===== config.mk =====
export PLATFORM = sky130hd
export DESIGN_NAME = rosl_pin_map
export DESIGN_NICKNAME = d
export VERILOG_FILES = /design/src/logic/rosl_out_mux.v /design/src/logic/rosl_pin_map.v
export VERILOG_INCLUDE_DIRS = /design/src /design/src/logic
export SDC_FILE = /design/constraint.sdc
export NUM_CORES = 1
export LEC_CHECK = 0
export BUFFER_PORTS_ARGS = -buffer_cell sky130_fd_sc_hd__buf_2
export CORE_MARGIN = 4
export CORE_UTILIZATION = 52
export CTS_BUF_LIST = sky130_fd_sc_hd__clkbuf_2 sky130_fd_sc_hd__clkbuf_4 sky130_fd_sc_hd__clkbuf_8
export DETAILED_ROUTE_END_ITERATION = 10
export GPL_TIMING_DRIVEN = 0
export PLACE_DENSITY_LB_ADDON = 0.12
export SETUP_SLACK_MARGIN = 0.4
export SLEW_MARGIN = 20
export SYNTH_ARGS = -nofsm -noshare
export SYNTH_HDL_FRONTEND = slang
export SYNTH_HIERARCHICAL = 1
export SYNTH_SLANG_ARGS = --single-unit

===== constraint.sdc =====
create_clock -name core_clk_i -period 2.05 [get_ports core_clk_i]
set_clock_uncertainty 0.1 [all_clocks]
set_input_delay 0.3075 -clock core_clk_i [delete_from_list [all_inputs] [get_ports core_clk_i]]
set_output_delay 0.3075 -clock core_clk_i [all_outputs]
set_load 0.05 [all_outputs]

===== src/logic/rosl_regs.vh =====
// Purpose : Register map and field constants for the remappable output select block
// Assumes : 32-bit AHB-Lite slave, word-aligned registers
// Notes   : Definitions only
`ifndef ROSL_REGS_VH
`define ROSL_REGS_VH

// ----------------------------------------
// Register offsets (byte addresses)
// ----------------------------------------
`define ROSL_CFG_CTRL_OFS    12'h000
`define ROSL_UNLOCK_KEY_OFS  12'h004
`define ROSL_STATUS_OFS      12'h008
`define ROSL_IN_SEL_BASE     12'h100
`define ROSL_OUT_SEL_BASE    12'h200

// ----------------------------------------
// Fields and values
// ----------------------------------------
`define ROSL_LOCK_BIT        13
`define ROSL_CFG3_ONCE_BIT   29
`define ROSL_SEL_W           4
`define ROSL_SEL_NULL        4'h0
`define ROSL_NUM_PINS        8
`define ROSL_NUM_PERIPH      15
`define ROSL_NUM_IN          8
`define ROSL_KEY1            32'haa996655
`define ROSL_KEY2            32'h556699aa
`define ROSL_CFG3_RESET      32'hffffffff

`endif


===== src/logic/rosl_out_mux.v =====
// Purpose : Per-pin selector from a 4-bit code to one peripheral output
// Assumes : Code 0 means no peripheral
// Notes   : Purely combinational
`timescale 1ns/1ps
`include "rosl_regs.vh"

module rosl_out_mux (
   // Select and sources
   input  wire [3:0]  sel_i,
   input  wire [14:0] periph_out_i,
   // Pin side
   output reg         pin_o,
   output reg         pin_oe_o
);
   always @* begin
      pin_o    = 1'b0;
      pin_oe_o = 1'b0;
      if (sel_i != `ROSL_SEL_NULL) begin
         pin_o    = periph_out_i[sel_i - 4'h1];
         pin_oe_o = 1'b1;
      end
   end
endmodule // rosl_out_mux


===== src/logic/rosl_pin_map.v =====
// Purpose : Remappable output select with write lock and unlock sequence
// Assumes : AHB-Lite single word transfers, zero wait states
// Notes   : Lock-once option comes from configuration word three
`timescale 1ns/1ps
`include "rosl_regs.vh"

module rosl_pin_map (
   // Clock and reset
   input  wire        core_clk_i,
   input  wire        rst_n_i,
   // AHB-Lite slave
   input  wire        hsel_i,
   input  wire [11:0] haddr_i,
   input  wire [1:0]  htrans_i,
   input  wire        hwrite_i,
   input  wire [2:0]  hsize_i,
   input  wire        hready_i,
   input  wire [31:0] hwdata_i,
   output wire [31:0] hrdata_o,
   output wire        hreadyout_o,
   output wire        hresp_o,
   // Configuration word three, static strap
   input  wire [31:0] device_config_word_three_i,
   // Peripheral outputs and pins
   input  wire [14:0] periph_out_i,
   output wire [7:0]  pin_o,
   output wire [7:0]  pin_oe_o,
   // Input mapping, selected pin index per peripheral input
   input  wire [7:0]  pin_in_i,
   output wire [7:0]  periph_in_o,
   // Status
   output wire        map_write_lock_o
);

   // ----------------------------------------
   // State
   // ----------------------------------------
   reg  [3:0]  out_sel_r [0:7];
   reg  [3:0]  in_sel_r  [0:7];
   reg         map_write_lock_r;
   reg         lock_seen_r;
   reg  [2:0]  key_state_r;
   reg         once_opt_r;
   reg         once_cap_r;
   reg  [31:0] hrdata_r;
   reg  [7:0]  pin_in_s1_r;
   reg  [7:0]  pin_in_s2_r;
   reg         wr_pend_r;
   reg  [11:0] wr_addr_r;
   integer     i;

   // Both keys must be seen in order; key one alone must not arm a change
   localparam KEY_IDLE  = 3'b001;
   localparam KEY_HALF  = 3'b010;
   localparam KEY_ARMED = 3'b100;

   wire        addr_ok  = hsel_i & hready_i & htrans_i[1];
   wire [31:0] cfg_ctrl = {18'h0, map_write_lock_r, 13'h0};

   // Index of a select register, or 4'hf when outside the window
   function [3:0] sel_index;
      input [11:0] a;
      input [11:0] base;
      begin
         if (a[11:8] == base[11:8] && a[7:5] == 3'h0 && a[1:0] == 2'h0)
            sel_index = {1'b0, a[4:2]};
         else
            sel_index = 4'hf;
      end
   endfunction

   wire [3:0] wr_out_idx = sel_index(wr_addr_r, `ROSL_OUT_SEL_BASE);
   wire [3:0] wr_in_idx  = sel_index(wr_addr_r, `ROSL_IN_SEL_BASE);
   wire [3:0] rd_out_idx = sel_index(haddr_i, `ROSL_OUT_SEL_BASE);
   wire [3:0] rd_in_idx  = sel_index(haddr_i, `ROSL_IN_SEL_BASE);

   // ----------------------------------------
   // Bus answer
   // ----------------------------------------
   // Zero wait states and always OKAY; locked writes still complete
   assign hreadyout_o = 1'b1;
   assign hresp_o     = 1'b0;
   assign hrdata_o    = hrdata_r;
   assign map_write_lock_o = map_write_lock_r;

   // ----------------------------------------
   // Strap capture after reset release
   // ----------------------------------------
   // Strap is caught by a clocked process, never loaded by the async reset
   always @(posedge core_clk_i or negedge rst_n_i) begin
      if (!rst_n_i) begin
         once_cap_r <= 1'b0;
         once_opt_r <= 1'b1;
      end else if (!once_cap_r) begin
         once_cap_r <= 1'b1;
         once_opt_r <= device_config_word_three_i[`ROSL_CFG3_ONCE_BIT];
      end
   end

   // ----------------------------------------
   // Address phase capture and read data
   // ----------------------------------------
   always @(posedge core_clk_i or negedge rst_n_i) begin
      if (!rst_n_i) begin
         wr_pend_r <= 1'b0;
         wr_addr_r <= 12'h000;
         hrdata_r  <= 32'h00000000;
      end else begin
         wr_pend_r <= addr_ok & hwrite_i;
         if (addr_ok)
            wr_addr_r <= haddr_i;
         if (addr_ok & ~hwrite_i) begin
            if (haddr_i == `ROSL_CFG_CTRL_OFS)
               hrdata_r <= cfg_ctrl;
            else if (haddr_i == `ROSL_STATUS_OFS)
               hrdata_r <= {29'h0, key_state_r == KEY_ARMED, lock_seen_r, once_opt_r};
            else if (rd_out_idx != 4'hf)
               hrdata_r <= {28'h0, out_sel_r[rd_out_idx[2:0]]};
            else if (rd_in_idx != 4'hf)
               hrdata_r <= {28'h0, in_sel_r[rd_in_idx[2:0]]};
            else
               hrdata_r <= 32'h00000000;
         end
      end
   end

   // ----------------------------------------
   // Unlock sequence and lock bit
   // ----------------------------------------
   // Key one then key two arms one lock change; any other write disarms
   always @(posedge core_clk_i or negedge rst_n_i) begin
      if (!rst_n_i) begin
         key_state_r      <= KEY_IDLE;
         map_write_lock_r <= 1'b0;
         lock_seen_r      <= 1'b0;
      end else if (wr_pend_r) begin
         case (key_state_r)
            KEY_IDLE: begin
               if (wr_addr_r == `ROSL_UNLOCK_KEY_OFS && hwdata_i == `ROSL_KEY1)
                  key_state_r <= KEY_HALF;
            end
            KEY_HALF: begin
               if (wr_addr_r == `ROSL_UNLOCK_KEY_OFS && hwdata_i == `ROSL_KEY2)
                  key_state_r <= KEY_ARMED;
               else
                  key_state_r <= KEY_IDLE;
            end
            KEY_ARMED: begin
               key_state_r <= KEY_IDLE;
               if (wr_addr_r == `ROSL_CFG_CTRL_OFS) begin
                  // Once set with the option on, clearing is refused until reset
                  if (!(once_opt_r && lock_seen_r && map_write_lock_r)) begin
                     map_write_lock_r <= hwdata_i[`ROSL_LOCK_BIT];
                     if (hwdata_i[`ROSL_LOCK_BIT])
                        lock_seen_r <= 1'b1;
                  end
               end
            end
            default: key_state_r <= KEY_IDLE;
         endcase
      end
   end

   // ----------------------------------------
   // Mapping registers
   // ----------------------------------------
   always @(posedge core_clk_i or negedge rst_n_i) begin
      if (!rst_n_i) begin
         for (i = 0; i < 8; i = i + 1) begin
            out_sel_r[i] <= `ROSL_SEL_NULL;
            in_sel_r[i]  <= `ROSL_SEL_NULL;
         end
      end else if (wr_pend_r && !map_write_lock_r) begin
         if (wr_out_idx != 4'hf)
            out_sel_r[wr_out_idx[2:0]] <= hwdata_i[3:0];
         else if (wr_in_idx != 4'hf)
            in_sel_r[wr_in_idx[2:0]] <= hwdata_i[3:0];
      end
   end

   // ----------------------------------------
   // Input synchroniser and input routing
   // ----------------------------------------
   always @(posedge core_clk_i or negedge rst_n_i) begin
      if (!rst_n_i) begin
         pin_in_s1_r <= 8'h00;
         pin_in_s2_r <= 8'h00;
      end else begin
         pin_in_s1_r <= pin_in_i;
         pin_in_s2_r <= pin_in_s1_r;
      end
   end

   // Input code 0 or above 8 means no pin; code n from 1 to 8 picks pin n-1
   genvar g;
   generate
      for (g = 0; g < 8; g = g + 1) begin : g_map
         assign periph_in_o[g] = (in_sel_r[g] != `ROSL_SEL_NULL && in_sel_r[g] < 4'h9) ?
                                 pin_in_s2_r[in_sel_r[g][2:0] - 3'h1] : 1'b0;
         rosl_out_mux u_mux (
            .sel_i        (out_sel_r[g]),
            .periph_out_i (periph_out_i),
            .pin_o        (pin_o[g]),
            .pin_oe_o     (pin_oe_o[g])
         );
      end
   endgenerate

endmodule // rosl_pin_map


==> results of run 1 <==
routing by layer:
metal / vias to the layer above / global-route usage (%) / share of wire, %
li1: 3025 / - / -
met1: 3445 / 33.3 / 39
met2: 307 / 46.8 / 52
met3: 53 / 3.89 / 6.8
met4: 0 / 11.2 / 2.5
met5: - / 0 / 0
stage by stage:
step	setup WS, ps	cell area, sq um	hold WS (ps)	total power (uW)
after floorplan	-100	8380	-88.1	3210
after global placement	-502	9110	232	3520
after detailed placement	-391	9150	192	3570
after CTS	-565	10600	52.0	5290
after global routing	-645	11000	62.2	5550
final	-580	11000	64.4	5360
sequential cells by signal, summed over array words and instances, names as in the netlist, 3 cells and up:
signal / count
in_sel_r: 32
out_sel_r: 32
wr_addr_r: 12
pin_in_s1_r: 8
pin_in_s2_r: 8
hrdata_o: 5
key_state_r: 3
layout make-up:
cell class	instances	area, sq um
timing repair buffer	197	1560
inverter	49	204
fill	953	3620
clock buffer	9	124
sequential	105	2660
tap	184	230
clock inverter	6	108
buffer	51	379
multi-input combinational	500	5710
path summary, 6_finish.rpt:
check | slack [ps] | to | cells after the start
setup / recovery | -580 | pin_o[7] | 8
hold / removal | 60 | once_opt_r | 2
setup reg to reg | -290 | out_sel_r[31] | 6
hold reg to reg | 260 | pin_in_s2_r[1] | 0
max in group asynchronous | 810 | once_opt_r | 3
min in group asynchronous | 360 | pin_in_s2_r[6] | 2
cells in the final DEF, fill, tap and decap left out, drive strengths merged, types with 9 or more instances in the layout:
cell type and instances:
dfrtp 103, nand3b 11, and2 11, mux4 50, nor4bb 16, dlygate4sd3 9
o21ai 10, nand2 43, ha 24, nor2b 14, mux2 83, nand3 9
nor4 23, clkbuf 18, mux2i 27, inv 49, conb 30, nor2 30
nor3b 9, or3 9, buf 230
power by group through the flow:
stage / registers [uW] / clock network, uW / logic, uW
6_report: 2330 / 1520 / 1510
5_1_grt: 2340 / 1610 / 1600
4_1_cts: 2320 / 1540 / 1430
3_5_place_dp: 2350 / 0 / 1220
3_3_place_gp: 2340 / 0 / 1180
2_1_floorplan: 2320 / 0 / 891
logic make-up after synthesis:
kind of cell    Yosys count
compound gates           80
fa+ha+maj                24
buf+inv                 100
flops                   105
mux                     160
other cells               2
simple gates            206
worst max-delay path: stages, from the launching register on:
cell      delay, ps
dfrtp_1         400
buf_6           140
inv_4            40
ha_4            280
mux4_2          290
or3_1           330
o211ai_1        120
nand2_2          80
buf_8           150
what timing repair did:
item                       CTS  global route
setup endpoints to repair   95            96
setup buffers               67            19
hold buffers                 9             0
hold endpoints to repair    59             0
pin swaps                   29            23
resized for setup          171            58
==> qor.yml, run 1 <==
clock_network:
  cts_max_path_buffers: 2
  clkTransAtPathRegs_ps: 100
  clkSinkCount: 105
  clock_latency_ps: 390
  cts-root-buf: "clkbuf_8"
  cts-buffers-inserted: 9
  cts_tree: "built"
  htreeDepth: 3
yosys:
  synth-compound-area-share_pct: 7.81
  ys_seq_elements: 105
  synth_top_cell_by_area: "dfrtp_1"
  synth-edff-count: 0
  synth-simple-area-share_pct: 16.6
  synth_common_cells: "dfrtp_1, mux2_2, inv_1, nand2_1, mux4_2"
  synth_area_sq_um: 7770
  syn_area_per_cell_sq_um: 11.5
  synth.distinct_cells: 51
  synth_xor_area_share_pct: 0
  synthTopCellsByArea: "dfrtp_1, mux2_2, mux4_2"
  synth_top_family_by_area: "multiplexers"
  synth_fa_ha_area_share_pct: 3.86
  yosys_warnings: 6
  yosysSeqAreaShare_pct: 33.8
  yosys-mux-area-fraction_pct: 30.8
  ys.flop_type: "dfrtp_1"
  yosysMostFrequentCell: "dfrtp_1"
  ys_async_sr_fraction_pct: 100
  synth_cells: 677
  synth_top_area_share_pct: 33.2
critical_path:
  path_class: "register to output port"
  critical_path.startpoint_type: "register"
  cp_data_required_time_ps: 1640
  reg2reg_from: "wr_addr_r[11]"
  crit_fanout: 4
  crit_path_start: "out_sel_r[0]"
  critPathCaptureType: "output port"
  arrival_ps: 2220
place:
  dp.cells: 991
  dp_hpwl_mm: 15.8
  io_buffer_count: 101
  place_congestion: 0.886
power_and_ir_drop:
  powerDensity_nw_per_um2: 488
  power.internal_uw: 3670
  comb_power_share_pct: 28.2
  clkPwrFrac_pct: 28.3
  power.net_switching_uw: 1690
  power_switching_share_pct: 31.5
  p_leak_uw: 0.00478
  seqPwrFrac_pct: 43.5
  irDropWorstVdd_mv: 0.372
drt:
  vias: 6830
  via_per_inst: 6.20
  drcViolationCount: 0
  first_iter_violations: 397
  wl_mm: 22.9
  ant_nets: 0
  drt-pass1-iter-count: 5
  wire_per_inst_um: 20.8
floorplan:
  start_util_pct: 53.3
  die_w_um: 130
  die-area_sq_um: 17000
  core_area_sq_um: 14600
  ios: 168
  rows: 44
  die_y_um: 130
run:
  maxCapViolCount: 0
cells_and_area:
  syn2layout_area_growth_pct: 41.1
  diodes: 0
  fin_nets: 1046
  fin_cells: 1101
  utilization_pct: 75.2
  drive_above_1_share_pct: 57.6
timing:
  fin_setup_tns_ps: -18910
  rsz0062_at_grt: "yes"
  fin_ws_ps: -580
  finalCriticalPeriod_ps: 2630
  hold_viol_final: 0
  period_share_pct: 128
  drv_slew: 0
  max_freq_mhz: 380
  finalSetupViolCount: 81
  slew_headroom_pct: 53.5
  tightestPinTransition_ps: 692
global_route:
  grt_pass1_vias: 6893
  antenna_found_initial: 0
  grt_max_degree: 55
  grt_overflow_total: 0
  grt_pass1_wl_mm: 35.5
  grtUsageTotal_pct: 26.8
hold_path:
  min_path_type: "primary input to register"
  hp-start: "device_config_word_three_i[29]"
status:
  status: "finished, violations left"
  violations: "negative setup slack"
Note: power is estimated with default switching activity, not from simulation.
==> run 2, diff against run 1 <==
--- a/config.mk
+++ b/config.mk
@@ -12,6 +12,7 @@
 export CTS_BUF_LIST = sky130_fd_sc_hd__clkbuf_2 sky130_fd_sc_hd__clkbuf_4 sky130_fd_sc_hd__clkbuf_8
 export DETAILED_ROUTE_END_ITERATION = 10
 export GPL_TIMING_DRIVEN = 0
+export MAX_ROUTING_LAYER = met4
 export PLACE_DENSITY_LB_ADDON = 0.12
 export SETUP_SLACK_MARGIN = 0.4
 export SLEW_MARGIN = 20
==> qor.yml, run 2 (synthesis gave the netlist of run 1 again) <==
status:
  status: "finished, violations left"
  violations: "negative setup slack"
drt:
  wire_per_inst_um: 20.8
  wl_mm: 22.9
  ant_nets: 0
  drcViolationCount: 0
  first_iter_violations: 434
  via_per_inst: 6.19
  drt-pass1-iter-count: 5
  vias: 6807
floorplan:
  die-area_sq_um: 17000
  die_w_um: 130
  core_area_sq_um: 14600
  rows: 44
  die_y_um: 130
  ios: 168
  start_util_pct: 53.3
hold_path:
  min_path_type: "primary input to register"
critical_path:
  critPathCaptureType: "output port"
  crit_fanout: 5
  arrival_ps: 2210
  critical_path.startpoint_type: "register"
  path_class: "register to output port"
  cp_data_required_time_ps: 1640
timing:
  slew_headroom_pct: 53.4
  max_freq_mhz: 382
  drv_slew: 0
  rsz0062_at_grt: "yes"
  finalCriticalPeriod_ps: 2620
  whs_ps: 69.3
  finalSetupViolCount: 81
  hold_viol_final: 0
  tightestPinTransition_ps: 693
  fin_ws_ps: -569
  period_share_pct: 128
clock_network:
  clkSinkCount: 105
  clkTransAtPathRegs_ps: 100
  cts-buffers-inserted: 9
  clock_latency_ps: 380
  cts-root-buf: "clkbuf_8"
  htreeDepth: 3
  cts_tree: "built"
  cts_max_path_buffers: 2
global_route:
  grt_pass1_wl_mm: 35.5
  grt_pass1_vias: 6893
  antenna_found_initial: 0
  grt_max_degree: 55
  grtUsageTotal_pct: 27.6
  grt_overflow_total: 0
cells_and_area:
  final_cell_mix: "buf_4, dfrtp_1, buf_2"
  utilization_pct: 75.1
  diodes: 0
  nFillCells: 951
  final_common_cell: "buf_4"
  fin_nets: 1045
  syn2layout_area_growth_pct: 41.0
  reg.largest.list: "in_sel_r (32), out_sel_r (32), wr_addr_r (12)"
  drive_above_1_share_pct: 57.5
place:
  place_ws_ps: -391
  io_buffer_count: 101
  dp_hpwl_mm: 15.8
  place_congestion: 0.901
power_and_ir_drop:
  irDropWorstVdd_mv: 0.372
  powerDensity_nw_per_um2: 488
  p_leak_uw: 0.00478
run:
  maxCapViolCount: 0
[run 2: cell types whose count changed in the layout (fill, tap and decap cells not counted)]
cell / before / now
buf_4: 98 / 97
[run 2: report_power, final]
part / internal, uW / switching, uW / leakage, uW
combinational: 689 / 821 / 0.00337
sequential: 2180 / 148 / 0.00129
clock: 800 / 715 / 0.000115
[run 2: layout make-up]
cell class,count,area (sq um),area share [%]
Multi-Input combinational cell,500,5710,52.1
Buffer,51,379,3.46
Tap cell,184,230,2.10
Inverter,49,204,1.86
Timing Repair Buffer,196,1550,14.2
Clock buffer,9,124,1.13
Sequential cell,105,2660,24.2
Clock inverter,6,108,0.982
[run 2: metrics by stage]
step	instance area, sq um	instances	setup TNS (ps)	total power, uW
2_1_floorplan	8380	705	-1570	3210
3_3_place_gp	9110	990	-64990	3520
3_5_place_dp	9150	991	-16520	3570
4_1_cts	10600	1082	-13520	5290
5_1_grt	11000	1100	-23810	5550
6_report	11000	1100	-18680	5350
[run 2: final timing paths]
path	from	to	slack [ps]	cells past startpoint
worst max register to register	wr_addr_r[11]	out_sel_r[31]	-290	6
worst min register to register	pin_in_s1_r[1]	pin_in_s2_r[1]	260	0
worst max-delay path	out_sel_r[12]	pin_o[4]	-570	7
worst min-delay path	device_config_word_three_i[29]	once_opt_r	70	2
min in group asynchronous	rst_n_i	pin_in_s2_r[6]	370	2
max in group asynchronous	rst_n_i	once_opt_r	800	3
[run 2: critical path: stages (launching register included)]
cell	delay, ps
dfrtp_1	370
buf_6	130
buf_4	120
mux4_2	500
or3_1	330
o211ai_1	120
nand2_2	100
buf_8	160
[run 2: repair_timing]
action,CTS,global route
buffers inserted,67,18
gates resized for setup,171,58
pin swaps,29,23
setup endpoints to repair,95,96
endpoints found under the hold margin,59,0
hold buffers,9,0
[run 2: routing by layer]
metal | GRT usage [%] | up-vias | share of wire [%] | wire length (um)
li1 | - | 3024 | - | -
met2 | 46.8 | 322 | 52 | 11900
met4 | 11.2 | 0 | 2.4 | 558
met5 | - | - | 0 | 0
met3 | 3.52 | 52 | 7.0 | 1610
met1 | 33.6 | 3409 | 39 | 8810
==> run 3, diff against run 2 <==
--- a/config.mk
+++ b/config.mk
@@ -8,12 +8,12 @@
 export LEC_CHECK = 0
 export BUFFER_PORTS_ARGS = -buffer_cell sky130_fd_sc_hd__buf_2
 export CORE_MARGIN = 4
-export CORE_UTILIZATION = 52
+export CORE_UTILIZATION = 45
 export CTS_BUF_LIST = sky130_fd_sc_hd__clkbuf_2 sky130_fd_sc_hd__clkbuf_4 sky130_fd_sc_hd__clkbuf_8
 export DETAILED_ROUTE_END_ITERATION = 10
 export GPL_TIMING_DRIVEN = 0
 export MAX_ROUTING_LAYER = met4
-export PLACE_DENSITY_LB_ADDON = 0.12
+export PLACE_DENSITY = 0.77
 export SETUP_SLACK_MARGIN = 0.4
 export SLEW_MARGIN = 20
 export SYNTH_ARGS = -nofsm -noshare
==> qor.yml, run 3 (synthesis gave the netlist of run 1 again) <==
drt:
  wl_met3_mm: 1.62
  wire_per_inst_um: 20.9
  drt-pass1-iter-count: 4
  via_per_inst: 5.95
  first_iter_violations: 276
  drcViolationCount: 0
  ant_nets: 0
  top_layer_used: "met4"
  wl_met2_mm: 12.4
  wl_mm: 23.9
  vias: 6830
  wl_met1_mm: 9.15
cells_and_area:
  diodes: 0
  final_common_cell: "buf_4"
  reg.largest.list: "in_sel_r (32), out_sel_r (32), wr_addr_r (12)"
  syn2layout_area_growth_pct: 44.0
  fin_nets: 1055
  nFillCells: 1125
  drive_above_1_share_pct: 57.4
  utilization_pct: 66.8
  final_cell_mix: "buf_4, dfrtp_1, buf_2"
  stdcell_area_sq_um: 11200
  fin_cells: 1147
critical_path:
  critPathBufInv: 3
  crit_slowest_cell: "dfrtp_1"
  path_delay_family: "simple AND/OR/NAND/NOR gates"
  reg2reg_from: "wr_addr_r[1]"
  crit_path_start: "out_sel_r[20]"
  crit_fanout: 6
  crit_path_end: "pin_o[2]"
  cp_data_required_time_ps: 1640
  path_cells: "buf_6 > inv_4 > ha_4 > mux4_2 > or3_4 > o211ai_1 > nand2_2 > buf_8"
  reg2regPathDepth: 7
  max_stage_delay_ps: 390
  rr_endpoint: "out_sel_r[4]"
  regToRegSetupSlack_ps: -440
  cp.depth: 8
  arrival_ps: 2250
  path_class: "register to output port"
  critPathCaptureType: "output port"
  critical_path.startpoint_type: "register"
floorplan:
  die_w_um: 139
  die_y_um: 139
  core_area_sq_um: 16800
  rows: 47
  die-area_sq_um: 19400
  ios: 168
  start_util_pct: 46.4
timing:
  hold_viol_final: 0
  max_freq_mhz: 377
  period_share_pct: 129
  fin_ws_ps: -603
  finalCriticalPeriod_ps: 2650
  finalSetupViolCount: 82
  slew_headroom_pct: 46.5
  drv_slew: 0
  tightestPinTransition_ps: 795
  rsz0062_at_grt: "yes"
global_route:
  antenna_found_initial: 0
  grt_pass1_vias: 6824
  grt_pass1_wl_mm: 35.2
  grt_max_degree: 78
  grtUsageTotal_pct: 23.0
  grt_overflow_total: 0
clock_network:
  cts_max_path_buffers: 2
  cts-buffers-inserted: 9
  clkSinkCount: 105
  clkTransAtPathRegs_ps: 110
  cts-root-buf: "clkbuf_8"
  cts_tree: "built"
  clock_latency_ps: 390
  htreeDepth: 3
power_and_ir_drop:
  powerDensity_nw_per_um2: 476
  p_leak_uw: 0.00486
  irDropWorstVdd_mv: 0.490
place:
  dp_hpwl_mm: 15.2
  post_dp_cell_area_sq_um: 9190
  dp.cells: 1027
  io_buffer_count: 101
  place_congestion: 0.899
hold_path:
  hold_path_depth: 2
  min_path_type: "primary input to register"
run:
  maxCapViolCount: 0
status:
  violations: "negative setup slack"
  status: "finished, violations left"
==> run 3: worst min path at each step <==
stage,startpoint,to,slack (ps)
6_report,device_config_word_three_i[29],once_opt_r,50
5_1_grt,device_config_word_three_i[29],once_opt_r,50
4_1_cts,device_config_word_three_i[29],once_opt_r,50
2_1_floorplan,rst_n_i,hrdata_o[0],-90
3_3_place_gp,pin_in_s1_r[2],pin_in_s2_r[2],230
3_5_place_dp,rst_n_i,in_sel_r[20],100
==> run 3: report_power, final <==
group / internal, uW / switching, uW / leakage [uW] / total [uW]
registers: 2180 / 149 / 0.00130 / 2330
clock network: 709 / 756 / 0.000114 / 1470
logic: 708 / 831 / 0.00345 / 1540
total: 3600 / 1740 / 0.00486 / 5330
==> run 3: timing repair <==
item                                   4_1_cts  5_1_grt
resized for setup                          177       51
setup endpoints to repair                   98       98
setup buffers                               67       28
pin swaps                                   31       21
hold buffers                                 9        0
endpoints found under the hold margin       36        0
==> run 3: through the flow <==
step / setup TNS (ps) / hold WS [ps] / power, uW / worst slack (ps)
CTS: -19040 / 45.3 / 5220 / -556
finish: -26560 / 49.5 / 5330 / -603
global placement: -76520 / 232 / 3530 / -565
detailed placement: -22040 / 99.8 / 3570 / -363
floorplan: -1570 / -88.1 / 3210 / -100
global route: -30660 / 48.5 / 5540 / -701
==> run 3: final cells by class <==
cell class,instances,area [sq um],area share [%]
Buffer,51,379,3.39
Clock buffer,10,131,1.17
Clock inverter,6,91.3,0.816
Inverter,49,204,1.82
Multi-Input combinational cell,500,5720,51.1
Sequential cell,105,2650,23.7
Tap cell,220,275,2.46
Timing Repair Buffer,206,1740,15.6
==> run 3: per-layer routing <==
metal	GRT usage, %	vias to the layer above
li1	-	3035
met1	28.0	3427
met2	38.9	301
met3	4.25	67
met4	7.00	0
met5	-	-
